$ cat src/hdl/wdlp_pkg.sv
package wdlp_pkg;

  // Register byte offsets on the bus
  localparam logic [4:0] OFS_WD_CTRL = 5'h00;
  localparam logic [4:0] OFS_WD_KEY = 5'h04;
  localparam logic [4:0] OFS_LP_CTRL = 5'h08;
  localparam logic [4:0] OFS_WAKE_SEL = 5'h0C;
  localparam logic [4:0] OFS_NMI_CFG = 5'h10;
  localparam logic [4:0] OFS_STATUS = 5'h14;
  localparam logic [4:0] OFS_NMI_CNT = 5'h18;

  // Watchdog control fields
  localparam int WD_CTRL_DISABLE = 0;
  localparam int WD_CTRL_IRQ_MODE = 1;
  localparam int WD_CTRL_CLK_EN = 2;
  localparam logic [2:0] WD_CTRL_RESET = 3'h4;

  // Low-power control fields
  localparam int LP_MODE_LSB = 0;
  localparam int LP_QUAL_LSB = 2;
  localparam int LP_QUAL_W = 6;
  localparam logic [7:0] LP_CTRL_RESET = 8'h00;
  localparam logic [1:0] LP_CODE_IDLE = 2'h0;
  localparam logic [1:0] LP_CODE_STANDBY = 2'h1;
  localparam int LP_CODE_HALT_BIT = 1;

  // NMI configuration fields
  localparam int NMI_CFG_RST_SEL = 0;
  localparam int NMI_CFG_PERIOD_LSB = 16;
  localparam logic [15:0] NMI_PERIOD_RESET = 16'h0FFF;

  // Status fields
  localparam int ST_MISSING_CLK = 0;
  localparam int ST_CLK_FAIL = 1;
  localparam int ST_LIMP = 2;
  localparam int ST_HALT_REFUSED = 3;
  localparam int ST_LP_STATE_LSB = 4;

  // Watchdog figures
  localparam logic [7:0] WD_KEY_FIRST = 8'h55;
  localparam logic [7:0] WD_KEY_SECOND = 8'hAA;
  localparam logic [7:0] WD_COUNT_MAX = 8'hFF;
  localparam int WD_PULSE_CYCLES = 512;
  localparam int WD_PRESCALE_CYCLES = 512;
  localparam int NMI_RST_CYCLES = 512;

  typedef enum logic [1:0] {LP_RUN, LP_IDLE, LP_STANDBY, LP_HALT} lp_state_t;

endpackage

$ cat src/hdl/wd_link_if.sv
`timescale 1ns/1ns
`default_nettype none
interface wd_link_if;
  logic counterDisable;
  logic freeze;
  logic irqMode;
  logic keyStrobe;
  logic [7:0] keyData;
  logic [7:0] count;
  logic expire;
  logic resetActive;
  logic irqActive;
  modport ctrl(output counterDisable, freeze, irqMode, keyStrobe, keyData,
               input count, expire, resetActive, irqActive);
  modport wdog(input counterDisable, freeze, irqMode, keyStrobe, keyData,
               output count, expire, resetActive, irqActive);
endinterface
`default_nettype wire

$ cat src/hdl/wdlp_top.sv
// Summary of operation
// RULE1: Lost reference clock selects limp clock output; the code enters it only while pllActive is high, then holds it until the reference returns.
// RULE2: Limp entry latches pending NMI request.
// RULE3: Reset select: immediate reset or NMI counter.
// RULE4: Limp entry sets sticky missing-clock status.
// RULE5: NMI counter runs only while fail latched.
// RULE6: 8-bit watchdog fires at maximum unless disabled.
// RULE7: Counter cleared only by 0x55 then 0xAA.
// RULE8: Watchdog reset pulse low 512 cycles.
// RULE9: Watchdog counter frozen in limp mode.
// RULE10: Standby keeps watchdog running, wakes device.
// RULE11: Watchdog interrupt brings CPU out of idle.
// RULE12: Watchdog expiry in halt resets device.
// RULE13: Code 00 idle, all clocks run.
// RULE14: Code 01 standby, only oscillator runs.
// RULE15: Code 1X halt, all clocks stop.
// RULE16: Wake inputs active low, else stay asleep.
// RULE17: Standby wake inputs selected and qualified.
// RULE18: Halt wake input taken from select register.
// RULE19: Low-power modes never touch output pins.
// RULE20: Debug port clock keeps running always.
// RULE21: Halt refused unless watchdog clock enabled.
//
// Design decisions made here: the placing of the registers and the Wishbone slave port.
`timescale 1ns/1ns
`default_nettype none
module wdlp_top #(
  parameter int WD_PRESCALE = wdlp_pkg::WD_PRESCALE_CYCLES
) (
  input wire logic core_clk,
  input wire logic nrst,
  input wire logic wb_cyc_i,
  input wire logic wb_stb_i,
  input wire logic wb_we_i,
  input wire logic [31:0] wb_adr_i,
  input wire logic [3:0] wb_sel_i,
  input wire logic [31:0] wb_dat_i,
  output logic [31:0] wb_dat_o,
  output logic wb_ack_o,
  input wire logic refClkPresent,
  input wire logic pllActive,
  input wire logic idleExec,
  input wire logic anyIrqPending,
  input wire logic [31:0] gpioWakeN,
  input wire logic debugWakeN,
  output logic limpClockSelect,
  output logic clockFailureFlag,
  output logic nmiRequest,
  output logic deviceResetN,
  output logic watchdogResetOutN,
  output logic watchdogWakeIrqN,
  output logic cpuClockRun,
  output logic systemClockRun,
  output logic oscillatorClockRun,
  output logic tapClockRun
);
  wd_link_if wdLink();

  logic ack_r;
  logic [31:0] rdData_r;
  logic wbReq;
  logic wbWrite;
  logic [4:0] regOfs;

  logic [2:0] wdCtrl_r;
  logic [7:0] lowPowerControl_r;
  logic [31:0] wakeInputSelect_r;
  logic nmiResetSelect_r;
  logic [15:0] nmiPeriod_r;
  logic [15:0] nmiCnt_r;
  logic missingClockStatus_r;
  logic clkFailLatched_r;
  logic haltRefused_r;

  logic refSync1_r;
  logic refSync2_r;
  logic [31:0] gpioSync1_r;
  logic [31:0] gpioSync2_r;
  logic dbgSync1_r;
  logic dbgSync2_r;

  logic limp_r;
  logic limpEntry;
  logic nmiReset;
  logic [$clog2(wdlp_pkg::NMI_RST_CYCLES+1)-1:0] nmiRstCnt_r;

  wdlp_pkg::lp_state_t lpState_r;
  wdlp_pkg::lp_state_t lpState_nxt;
  logic [wdlp_pkg::LP_QUAL_W-1:0] qualCnt_r;
  logic selectedLow;
  logic gpioQualified;
  logic wdIrqSeen;
  logic clearMissing;
  logic clearFail;

  function automatic logic wordWrite(input logic [4:0] ofs, input logic [4:0] target);
    wordWrite = (ofs == target);
  endfunction

  // Pins from outside this clock are synchronised before use
  always_ff @(posedge core_clk or negedge nrst) begin
    if (!nrst) begin
      refSync1_r <= 1'b1;
      refSync2_r <= 1'b1;
      gpioSync1_r <= '1;
      gpioSync2_r <= '1;
      dbgSync1_r <= 1'b1;
      dbgSync2_r <= 1'b1;
    end else begin
      refSync1_r <= refClkPresent;
      refSync2_r <= refSync1_r;
      gpioSync1_r <= gpioWakeN;
      gpioSync2_r <= gpioSync1_r;
      dbgSync1_r <= debugWakeN;
      dbgSync2_r <= dbgSync1_r;
    end
  end

  // Wishbone slave: one wait state, ack dropped the cycle after
  assign wbReq = wb_cyc_i && wb_stb_i && !ack_r;
  assign wbWrite = wbReq && wb_we_i;
  assign regOfs = {wb_adr_i[4:2], 2'b00};

  always_ff @(posedge core_clk or negedge nrst) begin
    if (!nrst) begin
      ack_r <= 1'b0;
    end else begin
      ack_r <= wbReq;
    end
  end

  always_ff @(posedge core_clk or negedge nrst) begin
    if (!nrst) begin
      rdData_r <= '0;
    end else if (wbReq) begin
      unique case (regOfs)
        wdlp_pkg::OFS_WD_CTRL: rdData_r <= {29'h0, wdCtrl_r};
        wdlp_pkg::OFS_WD_KEY: rdData_r <= {24'h0, wdLink.count};
        wdlp_pkg::OFS_LP_CTRL: rdData_r <= {24'h0, lowPowerControl_r};
        wdlp_pkg::OFS_WAKE_SEL: rdData_r <= wakeInputSelect_r;
        wdlp_pkg::OFS_NMI_CFG: rdData_r <= {nmiPeriod_r, 15'h0, nmiResetSelect_r};
        wdlp_pkg::OFS_STATUS: rdData_r <= {26'h0, lpState_r, haltRefused_r, limp_r,
                                           clkFailLatched_r, missingClockStatus_r};
        wdlp_pkg::OFS_NMI_CNT: rdData_r <= {16'h0, nmiCnt_r};
        default: rdData_r <= '0;
      endcase
    end
  end

  assign wb_ack_o = ack_r;
  assign wb_dat_o = rdData_r;

  // Configuration registers, low byte lane for narrow fields
  always_ff @(posedge core_clk or negedge nrst) begin
    if (!nrst) begin
      wdCtrl_r <= wdlp_pkg::WD_CTRL_RESET;
      lowPowerControl_r <= wdlp_pkg::LP_CTRL_RESET;
      wakeInputSelect_r <= '0;
      nmiResetSelect_r <= 1'b0;
      nmiPeriod_r <= wdlp_pkg::NMI_PERIOD_RESET;
    end else if (wbWrite) begin
      if (wordWrite(regOfs, wdlp_pkg::OFS_WD_CTRL) && wb_sel_i[0]) begin
        wdCtrl_r <= wb_dat_i[2:0];
      end
      if (wordWrite(regOfs, wdlp_pkg::OFS_LP_CTRL) && wb_sel_i[0]) begin
        lowPowerControl_r <= wb_dat_i[7:0];
      end
      if (wordWrite(regOfs, wdlp_pkg::OFS_WAKE_SEL)) begin
        for (int b = 0; b < 4; b++) begin
          if (wb_sel_i[b]) begin
            wakeInputSelect_r[b*8 +: 8] <= wb_dat_i[b*8 +: 8]; // RULE17
          end
        end
      end
      if (wordWrite(regOfs, wdlp_pkg::OFS_NMI_CFG)) begin
        if (wb_sel_i[0]) begin
          nmiResetSelect_r <= wb_dat_i[wdlp_pkg::NMI_CFG_RST_SEL];
        end
        if (wb_sel_i[2]) begin
          nmiPeriod_r[7:0] <= wb_dat_i[23:16];
        end
        if (wb_sel_i[3]) begin
          nmiPeriod_r[15:8] <= wb_dat_i[31:24];
        end
      end
    end
  end

  // Clock loss detection; the limp clock is switched in by the clock tree
  assign limpEntry = pllActive && !refSync2_r && !limp_r;

  always_ff @(posedge core_clk or negedge nrst) begin
    if (!nrst) begin
      limp_r <= 1'b0;
    end else if (limpEntry) begin
      limp_r <= 1'b1; // RULE1
    end else if (refSync2_r) begin
      limp_r <= 1'b0;
    end
  end

  assign limpClockSelect = limp_r; // RULE1
  assign clockFailureFlag = limpEntry;

  assign clearMissing = wbWrite && wordWrite(regOfs, wdlp_pkg::OFS_STATUS) && wb_sel_i[0]
                        && wb_dat_i[wdlp_pkg::ST_MISSING_CLK];
  assign clearFail = wbWrite && wordWrite(regOfs, wdlp_pkg::OFS_STATUS) && wb_sel_i[0]
                     && wb_dat_i[wdlp_pkg::ST_CLK_FAIL];

  // Sticky flags, write one to clear; a new failure wins over the clear
  always_ff @(posedge core_clk or negedge nrst) begin
    if (!nrst) begin
      missingClockStatus_r <= 1'b0;
      clkFailLatched_r <= 1'b0;
    end else begin
      if (limpEntry) begin
        missingClockStatus_r <= 1'b1; // RULE4
        clkFailLatched_r <= 1'b1; // RULE2
      end else begin
        if (clearMissing) begin
          missingClockStatus_r <= 1'b0;
        end
        if (clearFail) begin
          clkFailLatched_r <= 1'b0;
        end
      end
    end
  end

  assign nmiRequest = clkFailLatched_r; // RULE2

  // NMI watchdog counts only while the failure is pending
  always_ff @(posedge core_clk or negedge nrst) begin
    if (!nrst) begin
      nmiCnt_r <= '0;
    end else if (!clkFailLatched_r || nmiResetSelect_r || nmiReset) begin
      nmiCnt_r <= '0; // RULE5
    end else begin
      nmiCnt_r <= nmiCnt_r + 16'h0001; // RULE5
    end
  end

  assign nmiReset = (limpEntry && nmiResetSelect_r) // RULE3
                    || (clkFailLatched_r && !nmiResetSelect_r && nmiCnt_r == nmiPeriod_r); // RULE3

  // Device reset pulse for the NMI path, one cycle wider than the watchdog one
  always_ff @(posedge core_clk or negedge nrst) begin
    if (!nrst) begin
      nmiRstCnt_r <= '0;
    end else if (nmiReset && nmiRstCnt_r == '0) begin
      nmiRstCnt_r <= ($clog2(wdlp_pkg::NMI_RST_CYCLES+1))'(wdlp_pkg::NMI_RST_CYCLES);
    end else if (nmiRstCnt_r != '0) begin
      nmiRstCnt_r <= nmiRstCnt_r - 1'b1;
    end
  end

  // CPU watchdog hookup
  assign wdLink.counterDisable = wdCtrl_r[wdlp_pkg::WD_CTRL_DISABLE]; // RULE6
  assign wdLink.freeze = limp_r || !wdCtrl_r[wdlp_pkg::WD_CTRL_CLK_EN]; // RULE9
  // Halt has no running CPU to take an interrupt, so expiry must reset
  assign wdLink.irqMode = wdCtrl_r[wdlp_pkg::WD_CTRL_IRQ_MODE] && lpState_r != wdlp_pkg::LP_HALT; // RULE12
  assign wdLink.keyStrobe = wbWrite && wordWrite(regOfs, wdlp_pkg::OFS_WD_KEY) && wb_sel_i[0]; // RULE7
  assign wdLink.keyData = wb_dat_i[7:0];

  cpu_watchdog #(
    .PRESCALE(WD_PRESCALE),
    .PULSE(wdlp_pkg::WD_PULSE_CYCLES)
  ) u_wdog (
    .core_clk(core_clk),
    .nrst(nrst),
    .link(wdLink)
  );

  always_ff @(posedge core_clk or negedge nrst) begin
    if (!nrst) begin
      watchdogResetOutN <= 1'b1;
      watchdogWakeIrqN <= 1'b1;
      deviceResetN <= 1'b1;
    end else begin
      watchdogResetOutN <= !wdLink.resetActive; // RULE8
      watchdogWakeIrqN <= !wdLink.irqActive; // RULE10
      deviceResetN <= !(wdLink.resetActive || nmiRstCnt_r != '0 || nmiReset); // RULE12
    end
  end

  // Wake qualification on the selected port inputs, active low
  assign selectedLow = |(~gpioSync2_r & wakeInputSelect_r); // RULE16 RULE18
  assign gpioQualified = selectedLow
                         && qualCnt_r == lowPowerControl_r[wdlp_pkg::LP_QUAL_LSB +: wdlp_pkg::LP_QUAL_W];
  assign wdIrqSeen = wdLink.irqActive;

  // A short low restarts the count, so the device stays asleep
  always_ff @(posedge core_clk or negedge nrst) begin
    if (!nrst) begin
      qualCnt_r <= '0;
    end else if (!selectedLow || lpState_r == wdlp_pkg::LP_RUN || gpioQualified) begin
      qualCnt_r <= '0; // RULE16
    end else begin
      qualCnt_r <= qualCnt_r + 1'b1; // RULE17
    end
  end

  always_comb begin
    lpState_nxt = lpState_r;
    unique case (lpState_r)
      wdlp_pkg::LP_RUN: begin
        if (idleExec) begin
          if (lowPowerControl_r[wdlp_pkg::LP_CODE_HALT_BIT]) begin
            if (wdCtrl_r[wdlp_pkg::WD_CTRL_CLK_EN]) begin // RULE21
              lpState_nxt = wdlp_pkg::LP_HALT; // RULE15
            end
          end else if (lowPowerControl_r[1:0] == wdlp_pkg::LP_CODE_STANDBY) begin
            lpState_nxt = wdlp_pkg::LP_STANDBY; // RULE14
          end else begin
            lpState_nxt = wdlp_pkg::LP_IDLE; // RULE13
          end
        end
      end
      wdlp_pkg::LP_IDLE: begin
        if (anyIrqPending || wdIrqSeen) begin // RULE11 RULE13
          lpState_nxt = wdlp_pkg::LP_RUN;
        end
      end
      wdlp_pkg::LP_STANDBY: begin
        if (wdIrqSeen || gpioQualified || !dbgSync2_r) begin // RULE10 RULE14 RULE17
          lpState_nxt = wdlp_pkg::LP_RUN;
        end
      end
      wdlp_pkg::LP_HALT: begin
        if (gpioQualified || !dbgSync2_r) begin // RULE15 RULE18
          lpState_nxt = wdlp_pkg::LP_RUN;
        end
      end
    endcase
  end

  always_ff @(posedge core_clk or negedge nrst) begin
    if (!nrst) begin
      lpState_r <= wdlp_pkg::LP_RUN;
    end else if (!deviceResetN) begin
      lpState_r <= wdlp_pkg::LP_RUN; // RULE12
    end else begin
      lpState_r <= lpState_nxt;
    end
  end

  always_ff @(posedge core_clk or negedge nrst) begin
    if (!nrst) begin
      haltRefused_r <= 1'b0;
    end else if (lpState_r == wdlp_pkg::LP_RUN && idleExec
                 && lowPowerControl_r[wdlp_pkg::LP_CODE_HALT_BIT]
                 && !wdCtrl_r[wdlp_pkg::WD_CTRL_CLK_EN]) begin
      haltRefused_r <= 1'b1; // RULE21
    end else if (clearMissing && wb_dat_i[wdlp_pkg::ST_HALT_REFUSED]) begin
      haltRefused_r <= 1'b0;
    end
  end

  // Clock enables only; pin output levels are left to their owners
  always_ff @(posedge core_clk or negedge nrst) begin
    if (!nrst) begin
      cpuClockRun <= 1'b1;
      systemClockRun <= 1'b1;
      oscillatorClockRun <= 1'b1;
    end else begin
      cpuClockRun <= lpState_nxt inside {wdlp_pkg::LP_RUN, wdlp_pkg::LP_IDLE}; // RULE13 RULE14 RULE19
      systemClockRun <= lpState_nxt inside {wdlp_pkg::LP_RUN, wdlp_pkg::LP_IDLE}; // RULE13 RULE14
      oscillatorClockRun <= lpState_nxt != wdlp_pkg::LP_HALT; // RULE10 RULE15
    end
  end

  assign tapClockRun = 1'b1; // RULE20
endmodule
`default_nettype wire

$ cat src/hdl/cpu_watchdog.sv
`timescale 1ns/1ns
`default_nettype none
module cpu_watchdog #(
  parameter int PRESCALE = wdlp_pkg::WD_PRESCALE_CYCLES,
  parameter int PULSE = wdlp_pkg::WD_PULSE_CYCLES
) (
  input wire logic core_clk,
  input wire logic nrst,
  wd_link_if.wdog link
);
  logic [$clog2(PRESCALE)-1:0] preCnt_r;
  logic [$clog2(PULSE+1)-1:0] pulseCnt_r;
  logic keyArmed_r;
  logic tick;

  assign tick = (preCnt_r == ($clog2(PRESCALE))'(PRESCALE - 1));

  always_ff @(posedge core_clk or negedge nrst) begin
    if (!nrst) begin
      preCnt_r <= '0;
    end else if (tick) begin
      preCnt_r <= '0;
    end else begin
      preCnt_r <= preCnt_r + 1'b1;
    end
  end

  // Key pair must arrive in order; any other byte breaks the pair
  always_ff @(posedge core_clk or negedge nrst) begin
    if (!nrst) begin
      keyArmed_r <= 1'b0;
    end else if (link.keyStrobe) begin
      keyArmed_r <= (link.keyData == wdlp_pkg::WD_KEY_FIRST); // RULE7
    end
  end

  always_ff @(posedge core_clk or negedge nrst) begin
    if (!nrst) begin
      link.count <= '0;
      link.expire <= 1'b0;
    end else begin
      link.expire <= 1'b0;
      if (link.keyStrobe && keyArmed_r && link.keyData == wdlp_pkg::WD_KEY_SECOND) begin
        link.count <= '0; // RULE7
      end else if (link.counterDisable) begin
        link.count <= '0;
      end else if (tick && !link.freeze) begin // RULE9
        if (link.count == wdlp_pkg::WD_COUNT_MAX) begin
          link.expire <= 1'b1; // RULE6
          link.count <= '0;
        end else begin
          link.count <= link.count + 8'h01;
        end
      end
    end
  end

  // Expiry pulse, either reset or wake request, fixed width
  always_ff @(posedge core_clk or negedge nrst) begin
    if (!nrst) begin
      pulseCnt_r <= '0;
      link.resetActive <= 1'b0;
      link.irqActive <= 1'b0;
    end else if (link.expire && pulseCnt_r == '0) begin
      pulseCnt_r <= ($clog2(PULSE+1))'(PULSE - 1);
      link.resetActive <= !link.irqMode; // RULE8
      link.irqActive <= link.irqMode;
    end else if (pulseCnt_r != '0) begin
      pulseCnt_r <= pulseCnt_r - 1'b1;
    end else begin
      link.resetActive <= 1'b0;
      link.irqActive <= 1'b0;
    end
  end
endmodule
`default_nettype wire

$ cat config.mk
export PLATFORM = sky130hd
export DESIGN_NAME = wdlp_top
export DESIGN_NICKNAME = d
export VERILOG_FILES = /design/src/hdl/wdlp_pkg.sv /design/src/hdl/wd_link_if.sv /design/src/hdl/wdlp_top.sv /design/src/hdl/cpu_watchdog.sv
export SDC_FILE = /design/constraint.sdc
export NUM_CORES = 1
export LEC_CHECK = 0
export BUFFER_PORTS_ARGS = -buffer_cell sky130_fd_sc_hd__clkbuf_2
export CAP_MARGIN = 20
export CORE_UTILIZATION = 40
export DETAILED_ROUTE_END_ITERATION = 8
export GPL_TIMING_DRIVEN = 0
export PLACE_DENSITY_LB_ADDON = 0.3
export SLEW_MARGIN = 10
export SYNTH_ARGS = -nofsm -noshare
export SYNTH_HDL_FRONTEND = slang
export SYNTH_SLANG_ARGS = --single-unit
export TNS_END_PERCENT = 10
$ cat constraint.sdc
create_clock -name core_clk -period 2.44 [get_ports core_clk]
set_input_delay 0.122 -clock core_clk [delete_from_list [all_inputs] [get_ports core_clk]]
set_output_delay 0.122 -clock core_clk [all_outputs]
set_load 0.005 [all_outputs]
* Yosys cells after proc, flatten, opt, wreduce, memory -nomap -nowiden
Index checks and enable logic that the tools add are counted.
** Operators by class
- Add/sub/neg operators :: 6
- Equal/unequal tests :: 20
- Mux-type cells :: 36
- Bitwise logic cells :: 2
- Reduce and logical (&&, ||, !) cells :: 77
** Operators by type and width (number)
- 32-bit case mux with 7 select lines :: 1
- 10-bit 2-to-1 mux :: 4
- 32-bit bitwise AND :: 1
- 8-bit 2-to-1 mux :: 4
- 32-bit inverter :: 1
- 32-bit OR reduction :: 1
- 1-bit logical AND :: 27
- 3-bit AND reduction :: 7
- 10-bit logical NOT :: 2
- 10-bit nonzero test :: 2
- 10-bit by 1-bit subtractor with 10-bit output (second input constant) :: 2
- 16-bit by 1-bit adder with 16-bit output (second input constant) :: 1
- 16-bit equality test :: 1
- 8-bit equality test (second input constant) :: 2
- 16-bit 2-to-1 mux :: 1
- 2-bit 2-to-1 mux :: 8
- 1-bit 2-to-1 mux :: 15
- 2-bit nonzero test :: 7
- 1-bit logical NOT :: 13
- 1-bit logical OR :: 12
- 9-bit by 1-bit adder with 9-bit output (second input constant) :: 1
- 3-bit equality test (second input constant) :: 3
- 9-bit equality test (second input constant) :: 1
- 9-bit 2-to-1 mux :: 1
- other kinds (16) :: 23
** Storage, ports and cells
- Bits in registers :: 235
- Bits of input ports :: 110
- Output and inout port bits :: 43
- Logic and storage cells :: 178

* Depth between registers and ports, before layout
- Depth after elaboration :: 10
- Gate-level depth with buffers :: 12
- Gate-level depth less buffers :: 10

* Modules after synthesis
From an unflattened synthesis, not the netlist that was laid out.
** Unflattened totals
- Cells, all modules :: 808
- Area, all modules :: 9885.7 um^2
** By module, submodules not included
- wdlp_top :: times used 1, cells an instance 657, area an instance 8371.8 um^2, seq. area each 5212.5 um^2
- cpu_watchdog :: times used 1, cells an instance 151, area an instance 1514.0 um^2, seq. area each 775.7 um^2

* Worst setup path after synthesis
OpenSTA, ideal clock, no wires.
- Kind :: register to register
- Start :: register u_wdog.preCnt_r[0]
- End :: register u_wdog.link.count[6]
- Setup time :: 0.140 ns
- Arrival :: 2.072 ns
- Data required time :: 2.300 ns
- Path slack :: 0.228 ns
- Cell stages (with the launch flop) :: 13
- Path buffers :: 2
- Period minus slack after synthesis :: 2.212 ns
- Cell sequence :: dfrtp_1 > ha_1 > nand2_1 > nor2_1 > and3_1 > ha_1 > clkbuf_1 > and3b_1 > clkbuf_1 > nand4_1 > nor2_1 > xnor2_1 > nor2_1
** Between the ends
- Cells in the longest elaborated chain, start to end :: 3
** RTL lines
- start, declared :: RTL line cpu_watchdog.sv:11 : logic [$clog2(PRESCALE)-1:0] preCnt_r;
- start signal, assigned :: RTL line cpu_watchdog.sv:24 : preCnt_r <= preCnt_r + 1'b1;
- 9-bit equality test :: RTL line cpu_watchdog.sv:16 : assign tick = (preCnt_r == ($clog2(PRESCALE))'(PRESCALE - 1));
- 1-bit logical AND :: RTL line cpu_watchdog.sv:47 : end else if (tick && !link.freeze) begin
- 3-bit nonzero test (no line)
- end signal, assigned :: RTL line cpu_watchdog.sv:52 : link.count <= link.count + 8'h01;
- end, declared :: RTL line wd_link_if.sv:16 : output count, expire, resetActive, irqActive);
Every way passes these cells.
A chain may end at the register's enable or synchronous reset.

* Final worst setup path
- Start :: register nmiCnt_r[2]
- End :: register nmiCnt_r[10]
** Between the ends
- Cells in the longest elaborated chain, start to end :: 5
- Elaborated cells on any way between the ends :: 6
- Those cells by class :: add/sub: 1; eq/ne: 1; mux: 1; reduce/logical: 3
** RTL lines
- start, declared :: RTL line wdlp_top.sv:70 : logic [15:0] nmiCnt_r;
- start signal, assigned :: RTL line wdlp_top.sv:239 : nmiCnt_r <= nmiCnt_r + 16'h0001;
- branches (longest 4 deep; another with 16-bit by 1-bit adder with 16-bit output)
- 16-bit 2-to-1 mux (*) :: RTL line wdlp_top.sv:236 : end else if (!clkFailLatched_r || nmiResetSelect_r || nmiReset) begin
Mark *: on every way between the ends.

==> impl_metrics.env <==
export IMPL_avgSynthCellArea_sq_um=11.9
export IMPL_routed_wl_um=23700
export IMPL_wire_per_inst_um=17.2
export IMPL_slowest_delay_ps=430
export IMPL_start_kind="flop"
export IMPL_port_buffers=120
export IMPL_cpMostUsedCell="clkbuf_1"
export IMPL_postLayoutCoreUtil=0.522
export IMPL_cts_buffers=24
export IMPL_ys_ff_latch=235
export IMPL_fin_crit_sh=0.967
export IMPL_p_leak_uw=0.00559
export IMPL_ir_drop_v=0.000558
export IMPL_total_power_uw=9640
export IMPL_report_final_slew_viol_count=0
export IMPL_cp_top_family="simple AND/OR/NAND/NOR gates"
export IMPL_yosysWarnings=0
export IMPL_start_util=0.412
export IMPL_synth_ff_type="dfrtp_1"
export IMPL_clk_latency_ps=520
export IMPL_arrival_ps=2740
export IMPL_cp_slowest_cell="clkbuf_1"
export IMPL_area_growth_pct=26.8
export IMPL_clock_sinks=235
export IMPL_dp_hpwl_um=17000
export IMPL_skew_ps=13.2
export IMPL_drv_cap=0
export IMPL_worst_slew_pin_slew_ps=855
export IMPL_layout_drive_gt1_share=0.318
export IMPL_min_period_ps=2360
export IMPL_async_reset_ff_frac=1.00
export IMPL_status="completed"
export IMPL_grt_total_usage=0.196
export IMPL_boundaryPins=153
export IMPL_layout_cells_non_filler=1376
export IMPL_drtIter0Drc=439
export IMPL_grt_max_degree=85
export IMPL_crit_path_end_kind="flop"
export IMPL_tns_ps=0
export IMPL_coreArea_sq_um=23700
export IMPL_cp_buffers_inverters=2
export IMPL_hold_slack_ps=69.4
export IMPL_vias_per_cell=4.98
export IMPL_path_class="flop to flop"
export IMPL_ys_types=56
export IMPL_dp_cells=1260
export IMPL_hold_violations=0
export IMPL_netlist_area_sq_um=9750
export IMPL_grt_pass1_vias=6739
export IMPL_path_clk_slew_ps=70
export IMPL_synth_nets=936
export IMPL_nets=1155
export IMPL_ctsHtreeMaxLevel=1
export IMPL_tritoncts="done"
export IMPL_timing_hold_worst_class="input pin to flop"
export IMPL_grt_pass1_wl_um=37300
export IMPL_report_final_setup_viol=0
export IMPL_rsz0062_at_grt="true"
export IMPL_synth_edf_count=0
export IMPL_route_detailed_drc=0
export IMPL_grt_overflow_total=0
export IMPL_clock_tree_root_cell="clkbuf_16"
export IMPL_fp_dieW_um=158
export IMPL_critPathMaxFanout=10
export IMPL_num_vias=6847
export IMPL_cts_buffer_depth=3
export IMPL_drtAntennaViolNets=0
export IMPL_drtPass1Iterations=5
export IMPL_slew_headroom=0.429
export IMPL_antenna_found_initial=2
export IMPL_die_area_sq_um=25000
export IMPL_required_ps=2820
export IMPL_synth_seq_area_share=0.614
export IMPL_syn_inst=819
export IMPL_clock_fmax_mhz=424
export IMPL_die_y_um=158
export IMPL_rows=56
export IMPL_gp_congestion=0.850
export IMPL_worstPathCellList="clkbuf_1 -> xor2_1 -> nor4_1 -> nand4_1 -> o21ai_2 -> clkbuf_1 -> nor2_1"
export IMPL_powerDensity_nw_per_um2=780
report_power, final:
part,switching [uW],internal (uW)
combinational,643,612
sequential,370,4350
clock,1490,2170
logic make-up after synthesis:
kind of cell               Yosys count  synth area share
AOI/OAI and AO/OA                  121            0.0839
xor gates and xnor gates            53            0.0476
adders and majority gates            7           0.00898
buffers and inverters               57            0.0230
DFF                                235             0.614
muxes                               72            0.0848
other                                1          0.000385
and+or+nand+nor                    273             0.137
repair_timing:
action,in CTS,in global routing
buffers inserted,0,4
gates resized for setup,4,2
hold buffers,69,0
setup endpoints to repair,23,30
endpoints found under the hold margin,160,0
cells in the final DEF, fill, tap and decap left out, drive strengths merged, types with 7 or more instances in the layout:
cell	Yosys	layout
xor2	38	38
dfstp	86	86
nor4	9	9
nand4	15	15
a22oi	11	11
o21ai	31	31
dfrtp	149	149
nand2	49	49
ha	7	7
inv	23	24
nand3	18	18
mux2	65	65
clkbuf	26	180
nor2	98	98
a21oi	25	25
buf	7	13
clkinv	1	7
xnor2	15	15
a2111oi	9	9
nor2b	32	32
dlygate4sd3	0	69
a221oi	18	18
a22o	9	9
nor3	15	15
metrics by stage:
step | cell area (sq um) | worst slack [ps]
3_5_place_dp | 10800 | -180
2_1_floorplan | 9750 | 228
6_report | 12400 | 81.1
3_3_place_gp | 10700 | -3400
4_1_cts | 12300 | 25.1
5_1_grt | 12400 | -90.2
synthesized netlist by cell type, types with 3 or more instances:
| cell type | number | area share |
|---|---|---|
| nor2_1 | 98 | 0.038 |
| o21ai_0 | 28 | 0.014 |
| nand2_1 | 49 | 0.019 |
| a22o_1 | 9 | 0.0081 |
| ha_1 | 7 | 0.0090 |
| dfrtp_1 | 149 | 0.38 |
| mux2_2 | 65 | 0.075 |
| a21oi_1 | 25 | 0.013 |
| a221oi_1 | 18 | 0.016 |
| buf_1 | 3 | 0.0012 |
| nand2b_1 | 6 | 0.0039 |
| clkbuf_1 | 26 | 0.010 |
| nand4_1 | 15 | 0.0096 |
| a2111oi_0 | 9 | 0.0081 |
| o21ai_1 | 3 | 0.0015 |
| or3_1 | 6 | 0.0039 |
| nand3_1 | 18 | 0.0092 |
| mux2i_1 | 5 | 0.0051 |
| nor3_1 | 15 | 0.0077 |
| nor4_1 | 9 | 0.0058 |
| inv_1 | 23 | 0.0089 |
| nand3b_1 | 3 | 0.0023 |
| a22oi_1 | 11 | 0.0085 |
| xor2_1 | 38 | 0.034 |
| dfstp_2 | 86 | 0.23 |
| nor2b_1 | 32 | 0.021 |
| xnor2_1 | 15 | 0.013 |
| and3_1 | 6 | 0.0039 |
| or4_1 | 3 | 0.0023 |
sequential cells by signal (all words and copies together) (netlist names), 8 cells and up:
register	count
gpioSync1_r	32
lowPowerControl_r	8
nmiRstCnt_r	10
u_wdog.link.count	8
wakeInputSelect_r	32
nmiPeriod_r	16
u_wdog.pulseCnt_r	10
nmiCnt_r	16
wb_dat_o	32
u_wdog.preCnt_r	9
gpioSync2_r	32
layout make-up:
type | count | area, sq um
inverters | 24 | 90.1
well taps | 319 | 399
multi-input cells | 527 | 3560
fillers | 2121 | 11300
plain buffers | 31 | 126
diodes | 1 | 2.50
clock inverters | 8 | 43.8
flip-flops and latches | 235 | 5990
repair buffers | 195 | 1390
clock buffers | 36 | 767
final timing paths:
| check | depth (start not counted) | endpoint | slack (ps) | startpoint |
|---|---|---|---|---|
| min in group asynchronous | 2 | u_wdog.preCnt_r[3]$_DFF_PN0_ | 150 | nrst |
| setup reg to reg | 7 | nmiCnt_r[10]$_DFF_PN0_ | 80 | nmiCnt_r[2]$_DFF_PN0_ |
| hold reg to reg | 0 | gpioSync2_r[7]$_DFF_PN1_ | 350 | gpioSync1_r[7]$_DFF_PN1_ |
| setup / recovery | 7 | nmiCnt_r[10]$_DFF_PN0_ | 80 | nmiCnt_r[2]$_DFF_PN0_ |
| hold / removal | 5 | oscillatorClockRun$_DFF_PN1_ | 70 | anyIrqPending |
| max in group asynchronous | 4 | gpioSync1_r[29]$_DFF_PN1_ | 1070 | nrst |
tightest hold or removal path, stage by stage:
cell and delay (ps):
clkbuf_2 80, o21bai_1 50, a21oi_1 140, a21oi_1 60
nand3_1 90
per-layer routing:
metal  part of all wire  vias up  track usage
li1                   -     3309            -
met1               0.46     3344        0.280
met2               0.47      161        0.310
met3              0.048       31       0.0276
met4              0.018        2       0.0554
met5            0.00051        -            0
No activity file was read; power rests on OpenSTA's default activity.
